--- config.mk ---
export PLATFORM = sky130hd
export DESIGN_NAME = svi_top
export DESIGN_NICKNAME = d
export VERILOG_FILES = /design/src/hdl/svi_pkg.sv /design/src/hdl/svi_top.sv
export VERILOG_INCLUDE_DIRS = /design/src /design/src/hdl
export SDC_FILE = /design/constraint.sdc
export NUM_CORES = 1
export LEC_CHECK = 0
export ABC_AREA = 1
export ABC_CLOCK_PERIOD_IN_PS = 8300
export BUFFER_PORTS_ARGS = -buffer_cell sky130_fd_sc_hd__buf_2
export CAP_MARGIN = 15
export CORE_UTILIZATION = 40
export CTS_BUF_LIST = sky130_fd_sc_hd__clkbuf_4 sky130_fd_sc_hd__clkbuf_8
export DETAILED_ROUTE_END_ITERATION = 10
export PLACE_DENSITY = 0.64
export SKIP_LAST_GASP = 1
export SLEW_MARGIN = 10
export SYNTH_ARGS = -nofsm -noshare
export SYNTH_HDL_FRONTEND = slang
export SYNTH_SLANG_ARGS = --single-unit
--- constraint.sdc ---
create_clock -name i_clk -period 8.3 [get_ports i_clk]
set_clock_uncertainty 0.1 [all_clocks]
set_input_delay 0.83 -clock i_clk [delete_from_list [all_inputs] [get_ports i_clk]]
set_output_delay 0.83 -clock i_clk [all_outputs]
set_load 0.02 [all_outputs]
--- src/hdl/svi_map.svh ---
// Constants of the scroll pointer and reduced colour command block.
// Assumes the host writes 8-bit command and parameter bytes on the low data lanes.
`ifndef SVI_MAP_SVH
`define SVI_MAP_SVH
`define SVI_SCROLL_START_CMD 8'h37
`define SVI_REDUCED_COLOUR_EXIT_CMD 8'h38
`define SVI_REDUCED_COLOUR_ENTRY_CMD 8'h39
`define SVI_POINTER_RESET 16'h0000
`define SVI_REDUCED_RESET 1'b0
`define SVI_MAC_VERTICAL_REFRESH_ORDER 4
`endif

--- src/hdl/svi_pkg.sv ---
// Types shared by the scroll pointer and reduced colour command block.
// Assumes the scroll geometry is held by the scroll definition decoder elsewhere.
package svi_pkg;
   // Sizes set by the scroll definition command
   typedef struct packed
   {
      logic [15:0] top_fixed;
      logic [15:0] scroll_area;
      logic [15:0] bottom_fixed;
   } svi_geom_t;

   // Host bus write, already synchronous to the clock
   typedef struct packed
   {
      logic data_command_select;
      logic write_strobe_n;
      logic read_strobe_n;
      logic [7:0] data;
   } svi_bus_t;

   typedef enum logic [1:0]
   {
      SVI_ST_CMD,
      SVI_ST_UPPER,
      SVI_ST_LOWER
   } svi_state_t;
endpackage : svi_pkg

--- src/hdl/svi_top.sv ---
// Scroll start pointer and reduced colour mode command handling.
// Assumes bus pins are synchronous to i_clk and the panel timing pulses i_frame_start.
`timescale 1ns/10ps
`include "svi_map.svh"

module svi_top #(
   parameter int COMP_W = 6
) (
   input wire logic i_clk,
   input wire logic i_srst,
   input wire logic i_sw_reset,
   input wire svi_pkg::svi_bus_t i_bus,
   input wire svi_pkg::svi_geom_t i_geom,
   input wire logic [7:0] i_memory_access_control,
   input wire logic i_frame_start,
   input wire logic i_line_valid,
   input wire logic [15:0] i_panel_line,
   input wire logic i_pix_valid,
   input wire logic [3*COMP_W-1:0] i_mem_pixel,
   output logic [15:0] o_scroll_line_pointer,
   output logic o_reduced_colour,
   output logic o_reduced_active,
   output logic o_line_valid,
   output logic [15:0] o_mem_line,
   output logic o_pix_valid,
   output logic [3*COMP_W-1:0] o_panel_pixel
);
   import svi_pkg::*;

   if (COMP_W < 2)
   begin : g_bad_comp_w
      $error("COMP_W must be at least 2");
   end

   // Panel line to frame memory line
   function automatic logic [15:0] svi_map_line(input logic [15:0] p, input svi_geom_t g,
                                                input logic [15:0] scroll_line_pointer, input logic ml);
      logic [17:0] total;
      logic [17:0] l;
      logic [17:0] s;
      logic [17:0] top_end;
      total = 18'(g.top_fixed) + 18'(g.scroll_area) + 18'(g.bottom_fixed);
      l = ml ? (total - 18'd1 - 18'(p)) : 18'(p);
      top_end = 18'(g.top_fixed) + 18'(g.scroll_area);
      s = l;
      if (l >= 18'(g.top_fixed) && l < top_end)
      begin
         s = (l - 18'(g.top_fixed)) + (18'(scroll_line_pointer) - 18'(g.top_fixed));
         if (s >= 18'(g.scroll_area))
         begin
            s = s - 18'(g.scroll_area);
         end
         s = s + 18'(g.top_fixed);
      end
      return s[15:0];
   endfunction : svi_map_line

   // Each component shown fully on or off from its top bit
   function automatic logic [3*COMP_W-1:0] svi_reduce(input logic [3*COMP_W-1:0] px);
      logic [3*COMP_W-1:0] r;
      r = '0;
      for (int c = 0; c < 3; c++)
      begin
         r[c*COMP_W +: COMP_W] = {COMP_W{px[c*COMP_W + COMP_W - 1]}};
      end
      return r;
   endfunction : svi_reduce

   svi_state_t state;
   logic strobe_prev;
   logic wr_edge;
   logic wr_cmd;
   logic wr_data;
   logic [7:0] upper_byte;
   logic [15:0] pending_ptr;
   logic [15:0] active_ptr;
   logic reduced_cmd;
   logic reduced_act;
   svi_geom_t act_geom;
   logic act_ml;
   logic any_reset;

   assign any_reset = i_srst | i_sw_reset;
   assign wr_edge = i_bus.write_strobe_n & ~strobe_prev;
   assign wr_cmd = wr_edge & ~i_bus.data_command_select;
   assign wr_data = wr_edge & i_bus.data_command_select;

   always_ff @(posedge i_clk)
   begin
      if (i_srst)
      begin
         strobe_prev <= 1'b1;
      end
      else
      begin
         strobe_prev <= i_bus.write_strobe_n;
      end
   end

   // Command and parameter sequencing
   always_ff @(posedge i_clk)
   begin
      if (any_reset)
      begin
         state <= SVI_ST_CMD;
      end
      else if (wr_cmd)
      begin
         state <= (i_bus.data == `SVI_SCROLL_START_CMD) ? SVI_ST_UPPER : SVI_ST_CMD;
      end
      else if (wr_data)
      begin
         unique case (state)
            SVI_ST_CMD: state <= SVI_ST_CMD;
            SVI_ST_UPPER: state <= SVI_ST_LOWER;
            SVI_ST_LOWER: state <= SVI_ST_CMD;
         endcase
      end
   end

   always_ff @(posedge i_clk)
   begin
      if (any_reset)
      begin
         upper_byte <= 8'h00;
         pending_ptr <= `SVI_POINTER_RESET;
      end
      else if (wr_data && state == SVI_ST_UPPER)
      begin
         upper_byte <= i_bus.data;
      end
      else if (wr_data && state == SVI_ST_LOWER)
      begin
         pending_ptr <= {upper_byte, i_bus.data};
      end
   end

   // Reduced colour mode as commanded
   always_ff @(posedge i_clk)
   begin
      if (any_reset)
      begin
         reduced_cmd <= `SVI_REDUCED_RESET;
      end
      else if (wr_cmd && i_bus.data == `SVI_REDUCED_COLOUR_ENTRY_CMD)
      begin
         reduced_cmd <= 1'b1;
      end
      else if (wr_cmd && i_bus.data == `SVI_REDUCED_COLOUR_EXIT_CMD && reduced_cmd)
      begin
         reduced_cmd <= 1'b0;
      end
   end

   // Settings used by the scan, swapped only at a scan start or a reset to avoid tearing
   always_ff @(posedge i_clk)
   begin
      if (any_reset)
      begin
         active_ptr <= `SVI_POINTER_RESET;
         reduced_act <= `SVI_REDUCED_RESET;
         act_geom <= '0;
         act_ml <= 1'b0;
      end
      else if (i_frame_start)
      begin
         active_ptr <= pending_ptr;
         reduced_act <= reduced_cmd;
         act_geom <= i_geom;
         act_ml <= i_memory_access_control[`SVI_MAC_VERTICAL_REFRESH_ORDER];
      end
   end

   // Line address path
   always_ff @(posedge i_clk)
   begin
      if (i_srst)
      begin
         o_line_valid <= 1'b0;
         o_mem_line <= 16'h0000;
      end
      else
      begin
         o_line_valid <= i_line_valid;
         if (i_line_valid)
         begin
            o_mem_line <= svi_map_line(i_panel_line, act_geom, active_ptr, act_ml);
         end
      end
   end

   // Pixel colour path
   always_ff @(posedge i_clk)
   begin
      if (i_srst)
      begin
         o_pix_valid <= 1'b0;
         o_panel_pixel <= '0;
      end
      else
      begin
         o_pix_valid <= i_pix_valid;
         if (i_pix_valid)
         begin
            o_panel_pixel <= reduced_act ? svi_reduce(i_mem_pixel) : i_mem_pixel;
         end
      end
   end

   assign o_scroll_line_pointer = active_ptr;
   assign o_reduced_colour = reduced_cmd;
   assign o_reduced_active = reduced_act;

   logic [17:0] chk_total;
   assign chk_total = 18'(act_geom.top_fixed) + 18'(act_geom.scroll_area)
                    + 18'(act_geom.bottom_fixed);
endmodule : svi_top

==> results by group, run 1 <==
Status
  • Status: finished clean

Setup path
  • Startpoint Class: register
  • Setup CP Type: register to register
  • Worst endpoint required time: 8560 ps
  • CP arrival: around 8500 ps
  • CP most frequent cell: nand2_2
  • CP max-delay cell: fa_1
  • CP Capture Type: register
  • Crit-path max FO: 4
  • Worst path max stage delay: 510 ps

Placed design
  • Dpl hpwl: between 20000 and 30000 um
  • Gpl congestion: 0.928
  • IO buf count: 152
  • Placed Area: between 0.01 and 0.015 mm^2
  • Placed Cells: 2286

Layout
  • Most frequent cells in the layout: nand2_1 (247), buf_4 (247), inv_1 (246)
  • Final Net Count: 2244
  • Area grow syn2layout: 40.8%
  • Core Util, Final: 0.581
  • Multi-input gate area: between 0.008 and 0.009 mm^2
  • Layout cells sized above 1: 0.337
  • FF/Latch Area: 0.00261 mm^2
  • Ant diodes: 0
  • Fill count: 2525
  • Final Instance Area: between 0.015 and 0.02 mm^2
  • Final Non-Filler Cells: between 2000 and 2500

Routing
  • Via density per instance: 4.97
  • Routed via count: 11700
  • Mean routed wirelength per cell: 15.8 um
  • DRT antenna net count: 0
  • Final WL: 37100 um
  • # DRC: 0
  • 1st-iter DRT viols: 594
  • Drt first pass iters: 5

Synthesis
  • Sequential fraction of the synthesis area: 0.232
  • Number of distinct library cells after synthesis: 51
  • Syn Nets: about 1900
  • Most used flip-flop cell after synthesis: dfxtp_1
  • EDFF count, synth: 0
  • Flops & latches, synth: 130
  • Mapped Area: 0.0112 mm^2
  • Ys Warns: 0
  • FFs w/ async S/R, synth: 0
  • Syn Area/Cell: between 7 and 8 um^2
  • Post-Synthesis Cells: 1578

Timing
  • Fin. Hold Viols: 0
  • Tcrit/Tclk final: 0.994
  • Fmax: about 0.12 GHz
  • Fin. max-slew vios: 0
  • Final setup viols: 0
  • RSZ-0062 raised after global routing: yes
  • Slew margin rel.: 0.460
  • Worst-Margin Slew: 806 ps
  • Min cycle time layout: 8250 ps
  • Hold_ws: approximately 360 ps

Die
  • Top Ports: 161
  • Die X: 170 um
  • Rows: 60
  • Initial Utilization: 0.412
  • Core Area: 0.0273 mm^2
  • Die area: 0.0288 mm^2
  • Die height: 170 um

Clock network
  • CTS tree: done
  • Clk_lat worst skew: 470 ps
  • Clock sink count: 130
  • H-Tree Depth: 4
  • CTS Buf Count: 17
  • Clk root buf: clkbuf_8
  • Clock Tree Buf Depth: 2
  • Clock slew at reported path FFs: 100 ps

Power and ir drop
  • Sequential power share: 0.114
  • Sw frac: 0.458
  • Switching power: 0.00277 W
  • Comb power frac: 0.791
  • Clock power share: 0.095
  • Worst vdd ir: ~260 uV
  • PD cells: 382 mW/mm^2
  • Int Pwr: 0.00327 W
  • Pleak: 7.85 nW

Worst hold path
  • Worst hold path class: register to register

Global route
  • First-pass GRT wire length: 57200 um
  • Antenna violations before repair: 0
  • GR Overflow Total: 0
  • Vias in the first global route: ~11000
  • Total GRT Usage: 0.255
  • Largest net degree at the start of global routing: 82

Run
  • Maximum Capacitance Violations: 0
==> flip-flops by register name, summed over array words and instances (netlist names), 2 cells and up <==
register,flops
o_panel_pixel,18
state,2
pending_ptr,16
upper_byte,8
o_mem_line,16
o_scroll_line_pointer,16
act_geom,48
==> what timing repair did <==
action	4_1_cts	5_1_grt
gates cloned	0	3
buffers inserted	11	19
pin swaps	33	95
hold buffers	0	0
setup endpoints to repair	11	15
gates resized for setup	79	158
==> per-stage QoR <==
step / setup WS, ps / power [W] / setup TNS, ps
detailed placement: -546 / 0.00445 / -3860
floorplan: 176 / 0.00275 / 0
global placement: -426 / 0.00440 / -2810
global route: -522 / 0.00649 / -3620
finish: 47.8 / 0.00604 / 0
CTS: -15.9 / 0.00525 / -15.9
==> layer usage <==
metal,track usage,vias up,share of wire
li1,-,5945,-
met1,0.336,5451,0.45
met2,0.434,252,0.48
met3,0.0319,43,0.042
met4,0.0768,0,0.023
met5,0,-,0
==> worst paths after layout <==
kind | start | to | slack (ps) | cells past startpoint
max reg2reg | act_geom[17]$_SDFFE_PP0P_ | o_mem_line[14]$_SDFFE_PP0P_ | 50 | 51
min | pending_ptr[14]$_SDFFE_PP0P_ | o_scroll_line_pointer[14]$_SDFFE_PP0P_ | 360 | 2
min reg2reg | pending_ptr[14]$_SDFFE_PP0P_ | o_scroll_line_pointer[14]$_SDFFE_PP0P_ | 360 | 2
max | act_geom[17]$_SDFFE_PP0P_ | o_mem_line[14]$_SDFFE_PP0P_ | 50 | 51
==> Yosys cell counts, types with 3 or more instances <==
cell type  count  area (um^2)
clkbuf_1      37          139
nor2_1       109          409
xnor2_1       33          289
nand2_1      278         1040
a21oi_1      211         1060
o21ai_0      100          500
a211oi_1       7         52.6
xor2_1        49          429
o211ai_1       4         30.0
o21ai_1       22          110
nand4_1        7         43.8
inv_1        257          965
nand3_1       40          200
clkinv_1       3         11.3
nor3_2         3         30.0
nor4_1         4         25.0
o221ai_1      16          140
nor3_1         8         40.0
buf_4          5         37.5
fa_1          37          741
ha_1         134         1680
o21bai_1       9         67.6
a21oi_2        7         61.3
a21o_1        10         75.1
inv_2          8         30.0
a31oi_1        7         43.8
nand2_2        7         43.8
nand3_2        4         40.0
o21bai_2       3         33.8
dfxtp_1      130         2600
==> power by group through the flow <==
stage | clock (W) | sequential, W | combinational [W]
5_1_grt | 0.000610 | 0.000693 | 0.00519
3_3_place_gp | 0 | 0.000702 | 0.00370
4_1_cts | 0.000585 | 0.000688 | 0.00398
2_1_floorplan | 0 | 0.000735 | 0.00202
3_5_place_dp | 0 | 0.000702 | 0.00374
6_report | 0.000575 | 0.000688 | 0.00478
==> cells by family (layout without fill, tap and decap cells) <==
kind of cell             Yosys count  after routing  share of synthesized area
flip-flops                       130            130                      0.232
buffers and inverters            313            714                      0.107
AO/OA/AOI/OAI                    413            413                      0.207
adder cells (fa/ha/maj)          171            171                      0.215
AND/OR/NAND/NOR                  469            469                      0.175
XOR/XNOR                          82             82                     0.0639
==> worst max-delay path: cells and delay by family (launching register included) <==
family	cells	cell delay, ps
xor+xnor	4	500
buf+inv	10	1270
fa+ha+maj	7	2430
flops	1	370
simple gates	19	2010
compound gates	11	1500
==> final cells by class <==
type                    count  share of cell area
repair buffers            414               0.180
multi-input cells        1135               0.538
clock inverters            15             0.00996
inverters                 268              0.0636
well taps                 372              0.0294
clock buffers              17              0.0148
flip-flops and latches    130               0.165
(Power assumes the default switching activity.)
==> run 2, diff against run 1 <==
Settings changed: PLACE_DENSITY 0.64 to unset, SETUP_SLACK_MARGIN set to 0.15.
==> results by group, run 2 (same netlist as run 1, synthesis figures left out) <==
Setup path
  • Launching point of the worst reg2reg path: act_geom[17]$_SDFFE_PP0P_ (unchanged)
  • CP Capture Type: register (unchanged)
  • Startpoint Class: register (unchanged)
  • Worst endpoint required time: 8600 ps (was 8560 ps)
  • CP arrival: 8710 ps (was 8510 ps)
  • Crit-path max FO: 4 (unchanged)
  • CP max-delay cell: fa_1 (unchanged)
  • Worst Setup SP: act_geom[17]$_SDFFE_PP0P_ (unchanged)
  • Setup CP Type: register to register (unchanged)
  • Worst path max stage delay: 490 ps (was 510 ps)
  • CP most frequent cell: buf_4 (was nand2_2)

Layout
  • Core Util, Final: 0.588 (was 0.581)
  • Fill count: 2534 (was 2525)
  • Most common cell after layout, fill and taps aside: buf_4
  • Ant diodes: 0 (unchanged)
  • Final Instance Area: 0.0160 mm^2 (was 0.0158 mm^2)
  • Multi-input gate area: 0.00856 mm^2 (was 0.00851 mm^2)
  • Final Non-Filler Cells: 2371 (was 2351)
  • Area grow syn2layout: 42.6% (was 40.8%)
  • Largest regs: act_geom (48), o_panel_pixel (18) (unchanged)
  • Layout cells sized above 1: 0.347 (was 0.337)
  • Most frequent cells in the layout: buf_4 (269), nand2_1 (246), inv_1 (245) (was nand2_1 (247), buf_4 (247), inv_1 (246))
  • Largest register FFs: 48 (unchanged)
  • Final Net Count: 2264 (was 2244)
  • Largest Register: act_geom (unchanged)
  • FF/Latch Area: 0.00261 mm^2 (unchanged)

Placed design
  • Gpl congestion: 0.938 (was 0.928)
  • Placed Area: 0.0139 mm^2 (was 0.0140 mm^2)
  • Pre-CTS WS: -610 ps (was -546 ps)
  • Placed Cells: 2278 (was 2286)
  • Dpl hpwl: 29400 um (was 29000 um)
  • IO buf count: 152 (unchanged)

Routing
  • # DRC: 0 (unchanged)
  • Drt first pass iters: 5 (unchanged)
  • DRT antenna net count: 0 (unchanged)
  • Mean routed wirelength per cell: 16.3 um (was 15.8 um)
  • Via density per instance: 5.01 (was 4.97)
  • Final WL: 38600 um (was 37100 um)
  • Routed via count: 11900 (was 11700)
  • 1st-iter DRT viols: 658 (was 594)

Run
  • Maximum Capacitance Violations: 0 (unchanged)

Clock network
  • CTS Buf Count: 17 (unchanged)
  • Hold_buf cts: 0 (unchanged)
  • H-Tree Depth: 4 (unchanged)
  • CTS tree: done (unchanged)
  • Clock Tree Buf Depth: 2 (unchanged)
  • Clk_lat worst skew: 470 ps (about the same)
  • Clk root buf: clkbuf_8 (unchanged)
  • Clock sink count: 130 (unchanged)
  • Clock slew at reported path FFs: 90 ps (was 100 ps)

Timing
  • RSZ-0062 raised after global routing: yes (unchanged)
  • Fmax: 0.119 GHz (was 0.121 GHz)
  • Slew margin rel.: 0.227 (was 0.460)
  • Min cycle time layout: 8410 ps (was 8250 ps)
  • Worst-Margin Slew: 1160 ps (was 806 ps)
  • Setup WS post-layout: -106 ps (was 47.8 ps)
  • Fin. Hold Viols: 0 (unchanged)
  • Tcrit/Tclk final: 1.01 (was 0.994)
  • Fin. max-slew vios: 0 (unchanged)
  • Final setup viols: 2 (was 0)

Power and ir drop
  • Pleak: 7.98 nW (was 7.85 nW)
  • PD cells: 371 mW/mm^2 (was 382 mW/mm^2)
  • Pwr Total: 0.00595 W (was 0.00604 W)
  • Worst vdd ir: 245 uV (was 256 uV)

Global route
  • GR Overflow Total: 0 (unchanged)
  • Antenna violations before repair: 0 (unchanged)
  • Total GRT Usage: 0.271 (was 0.255)
  • Largest net degree at the start of global routing: 96 (was 82)
  • First-pass GRT wire length: 60400 um (was 57200 um)
  • Vias in the first global route: 11600 (was 11200)

Status
  • Failing checks: negative setup slack
  • Status: complete, but fails checks (was finished clean)

Die
  • Rows: 60 (unchanged)
  • Core Area: 0.0273 mm^2 (unchanged)
  • Die X: 170 um (unchanged)
  • Die height: 170 um (unchanged)
  • Die area: 0.0288 mm^2 (unchanged)
  • Top Ports: 161 (unchanged)
  • Initial Utilization: 0.412 (unchanged)

Worst hold path
  • Worst min-delay path startpoint: o_mem_line[6]$_SDFFE_PP0P_ (was pending_ptr[14]$_SDFFE_PP0P_)
  • Worst hold path class: register to register (unchanged)
-- run 2: worst max-delay path: cells and delay by family, from the launching register on --
kind                     cells  cell delay [ps]
buffers and inverters       42             4960
AND/OR/NAND/NOR             10              900
adder cells (fa/ha/maj)      3             1180
AO/OA/AOI/OAI                5              580
flip-flops                   1              380
XOR/XNOR                     2              250
-- run 2: worst paths after layout --
kind	depth (start not counted)	endpoint	slack, ps
hold / removal	2	o_mem_line[6]$_SDFFE_PP0P_	370
setup / recovery	62	o_mem_line[10]$_SDFFE_PP0P_	-110
setup reg to reg	62	o_mem_line[10]$_SDFFE_PP0P_	-110
hold reg to reg	2	o_mem_line[6]$_SDFFE_PP0P_	370
-- run 2: metal layers --
metal	part of all wire	vias up	wire length, um	GRT usage
met3	0.049	70	1900	0.0368
met4	0.037	0	1440	0.106
li1	-	5985	-	-
met1	0.44	5523	17100	0.351
met2	0.47	311	18100	0.455
met5	0	-	0	0
-- run 2: cell type report --
class,count,area share
clock buffer,17,0.0146
tap,372,0.0291
timing repair buffer,434,0.187
clock inverter,15,0.00961
multi-input combinational,1135,0.534
inverter,268,0.0628
sequential,130,0.163
-- run 2: timing repair --
item,4_1_cts,5_1_grt
pin swaps,57,67
resized for setup,163,90
endpoints found under the setup margin,15,15
buffers inserted,47,11
gates cloned,2,1
-- run 2: report_power, final --
group          internal [W]  switching (W)  total (W)
sequential         0.000663      0.0000251   0.000688
combinational       0.00224        0.00246    0.00470
clock              0.000227       0.000332   0.000559
total               0.00313        0.00282    0.00595
-- run 2: through the flow --
| step | hold slack [ps] | TNS, ps |
|---|---|---|
| after floorplan | 333 | 0 |
| after global placement | 350 | -4110 |
| after detailed placement | 350 | -4530 |
| after CTS | 365 | 0 |
| after global routing | 378 | -3230 |
| final | 366 | -124 |
==> run 3, diff against run 2 <==
Settings changed: PLACE_DENSITY_LB_ADDON set to 0.25.
==> results by group, run 3 (same netlist as run 1, synthesis figures left out) <==
Status
  • Status: finished clean (was complete, but fails checks)

Timing
  • Min cycle time layout: 8170 ps (was 8410 ps)
  • Hold_ws: 362 ps (was 366 ps)
  • Worst-Margin Slew: 754 ps (was 1160 ps)
  • Final setup viols: 0 (was 2)
  • Fin. max-slew vios: 0 (unchanged)
  • Tcrit/Tclk final: 0.984 (was 1.01)
  • Fin. Hold Viols: 0 (unchanged)
  • Fmax: 0.122 GHz (was 0.119 GHz)
  • Slew margin rel.: 0.496 (was 0.227)
  • RSZ-0062 raised after global routing: yes (unchanged)

Die
  • Top Ports: 161 (unchanged)
  • Die X: 170 um (unchanged)
  • Rows: 60 (unchanged)
  • Initial Utilization: 0.412 (unchanged)
  • Die height: 170 um (unchanged)
  • Die area: 0.0288 mm^2 (unchanged)
  • Core Area: 0.0273 mm^2 (unchanged)

Setup path
  • Worst endpoint required time: 8530 ps (was 8600 ps)
  • Setup CP Type: register to register (unchanged)
  • CP max-delay cell: fa_1 (unchanged)
  • Worst path max stage delay: 490 ps (about the same)
  • Crit path capture: o_mem_line[3]$_SDFFE_PP0P_ (was o_mem_line[10]$_SDFFE_PP0P_)
  • Reg2reg setup slack: 130 ps (was -110 ps)
  • Crit-path max FO: 5 (was 4)
  • CP most frequent cell: buf_4 (unchanged)
  • Launching point of the worst reg2reg path: act_geom[18]$_SDFFE_PP0P_ (was act_geom[17]$_SDFFE_PP0P_)
  • Reg2reg end: o_mem_line[3]$_SDFFE_PP0P_ (was o_mem_line[10]$_SDFFE_PP0P_)
  • CP arrival: 8390 ps (was 8710 ps)
  • Startpoint Class: register (unchanged)
  • CP Capture Type: register (unchanged)
  • Worst Setup SP: act_geom[18]$_SDFFE_PP0P_ (was act_geom[17]$_SDFFE_PP0P_)
  • Worst R2R Path Depth: 51 (was 62)

Routing
  • Via density per instance: 4.99 (was 5.01)
  • DRT antenna net count: 0 (unchanged)
  • Final WL: 37300 um (was 38600 um)
  • # DRC: 0 (unchanged)
  • Mean routed wirelength per cell: 15.9 um (was 16.3 um)
  • Routed via count: 11700 (was 11900)
  • 1st-iter DRT viols: 523 (was 658)
  • Drt first pass iters: 5 (unchanged)

Placed design
  • IO buf count: 152 (unchanged)
  • Gpl congestion: 0.957 (was 0.938)
  • Placed Area: 0.0139 mm^2 (about the same)
  • Dpl hpwl: 29100 um (was 29400 um)

Global route
  • GR Overflow Total: 0 (unchanged)
  • Total GRT Usage: 0.259 (was 0.271)
  • Largest net degree at the start of global routing: 72 (was 96)
  • Antenna violations before repair: 2 (was 0)
  • First-pass GRT wire length: 58000 um (was 60400 um)
  • Vias in the first global route: 11500 (was 11600)

Clock network
  • Clock slew at reported path FFs: 90 ps (about the same)
  • CTS Buf Count: 17 (unchanged)
  • Clk root buf: clkbuf_8 (unchanged)
  • Hold_buf cts: 0 (unchanged)
  • H-Tree Depth: 4 (unchanged)
  • Clock sink count: 130 (unchanged)
  • Clk_lat worst skew: 470 ps (about the same)
  • CTS tree: done (unchanged)
  • Clock Tree Buf Depth: 2 (unchanged)

Power and ir drop
  • Pleak: 7.80 nW (was 7.98 nW)
  • PD cells: 360 mW/mm^2 (was 371 mW/mm^2)
  • Worst vdd ir: 191 uV (was 245 uV)

Layout
  • Most common cell after layout, fill and taps aside: nand2_1 (was buf_4)
  • Final Net Count: 2232 (was 2264)
  • Largest regs: act_geom (48), o_panel_pixel (18) (unchanged)
  • FF/Latch Area: 0.00262 mm^2 (was 0.00261 mm^2)
  • Area grow syn2layout: 39.3% (was 42.6%)
  • Core Util, Final: 0.574 (was 0.588)
  • Layout cells sized above 1: 0.337 (was 0.347)
  • Largest Register: act_geom (unchanged)
  • Most frequent cells in the layout: nand2_1 (245), inv_1 (241), buf_4 (238) (was buf_4 (269), nand2_1 (246), inv_1 (245))
  • Largest register FFs: 48 (unchanged)
  • Multi-input gate area: 0.00847 mm^2 (was 0.00856 mm^2)
  • Fill count: 2562 (was 2534)
  • Final Instance Area: 0.0157 mm^2 (was 0.0160 mm^2)

Run
  • Maximum Capacitance Violations: 0 (unchanged)

Worst hold path
  • Worst hold path class: register to register (unchanged)
==> run 3: cell types whose count changed in the layout (fill, tap and decap cells not counted), moves of 4 or more <==
cell    change
inv_1       -4
inv_2       +4
nor2_1      +4
buf_4      -31
==> run 3: metal layers <==
layer,vias to the layer above,wire (um),global-route usage
li1,5921,-,-
met1,5391,16600,0.334
met5,-,13,0
met2,288,17500,0.429
met3,67,1740,0.0399
met4,2,1410,0.110
==> run 3: power breakdown <==
part	switching [W]	internal, W
Sequential	0.0000261	0.000663
Clock	0.000330	0.000226
Combinational	0.00229	0.00210
==> run 3: how the worst min path moves through the flow <==
| stage | cells after the start | slack, ps | startpoint | to |
|---|---|---|---|---|
| floorplan | 2 | 330 | pending_ptr[11]$_SDFFE_PP0P_ | o_scroll_line_pointer[11]$_SDFFE_PP0P_ |
| global placement | 2 | 350 | pending_ptr[7]$_SDFFE_PP0P_ | o_scroll_line_pointer[7]$_SDFFE_PP0P_ |
| detailed placement | 2 | 350 | pending_ptr[11]$_SDFFE_PP0P_ | o_scroll_line_pointer[11]$_SDFFE_PP0P_ |
| CTS | 2 | 370 | pending_ptr[14]$_SDFFE_PP0P_ | o_scroll_line_pointer[14]$_SDFFE_PP0P_ |
| global route | 2 | 380 | o_mem_line[13]$_SDFFE_PP0P_ | o_mem_line[13]$_SDFFE_PP0P_ |
| finish | 2 | 360 | o_mem_line[13]$_SDFFE_PP0P_ | o_mem_line[13]$_SDFFE_PP0P_ |
==> run 3: timing repair <==
item,in CTS,in global routing
gates resized for setup,125,120
setup endpoints to repair,15,15
setup buffers,16,14
pin swaps,63,102
==> run 3: through the flow <==
stage	worst slack [ps]	total power, W	instances	setup TNS, ps
finish	134	0.00563	2340	0
global route	-388	0.00608	2339	-3210
CTS	43.3	0.00522	2324	0
detailed placement	-629	0.00437	2276	-4850
global placement	-567	0.00432	2276	-4070
floorplan	176	0.00275	1578	0
==> run 3: worst max-delay path: cells and delay by family, from the launching register on <==
family / cells / cell delay (ps)
adders and majority gates: 7 / 2290
AOI/OAI and AO/OA: 14 / 1860
buffers and inverters: 13 / 1680
and+or+nand+nor: 13 / 1050
xor gates and xnor gates: 4 / 680
DFF: 1 / 370
==> run 3: layout make-up <==
cell class | count | area share
clock buffer | 17 | 0.0149
timing repair buffer | 402 | 0.173
multi-input combinational | 1135 | 0.541
tap | 372 | 0.0297
sequential | 130 | 0.167
clock inverter | 15 | 0.00975
antenna | 1 | 0.000160
inverter | 268 | 0.0643
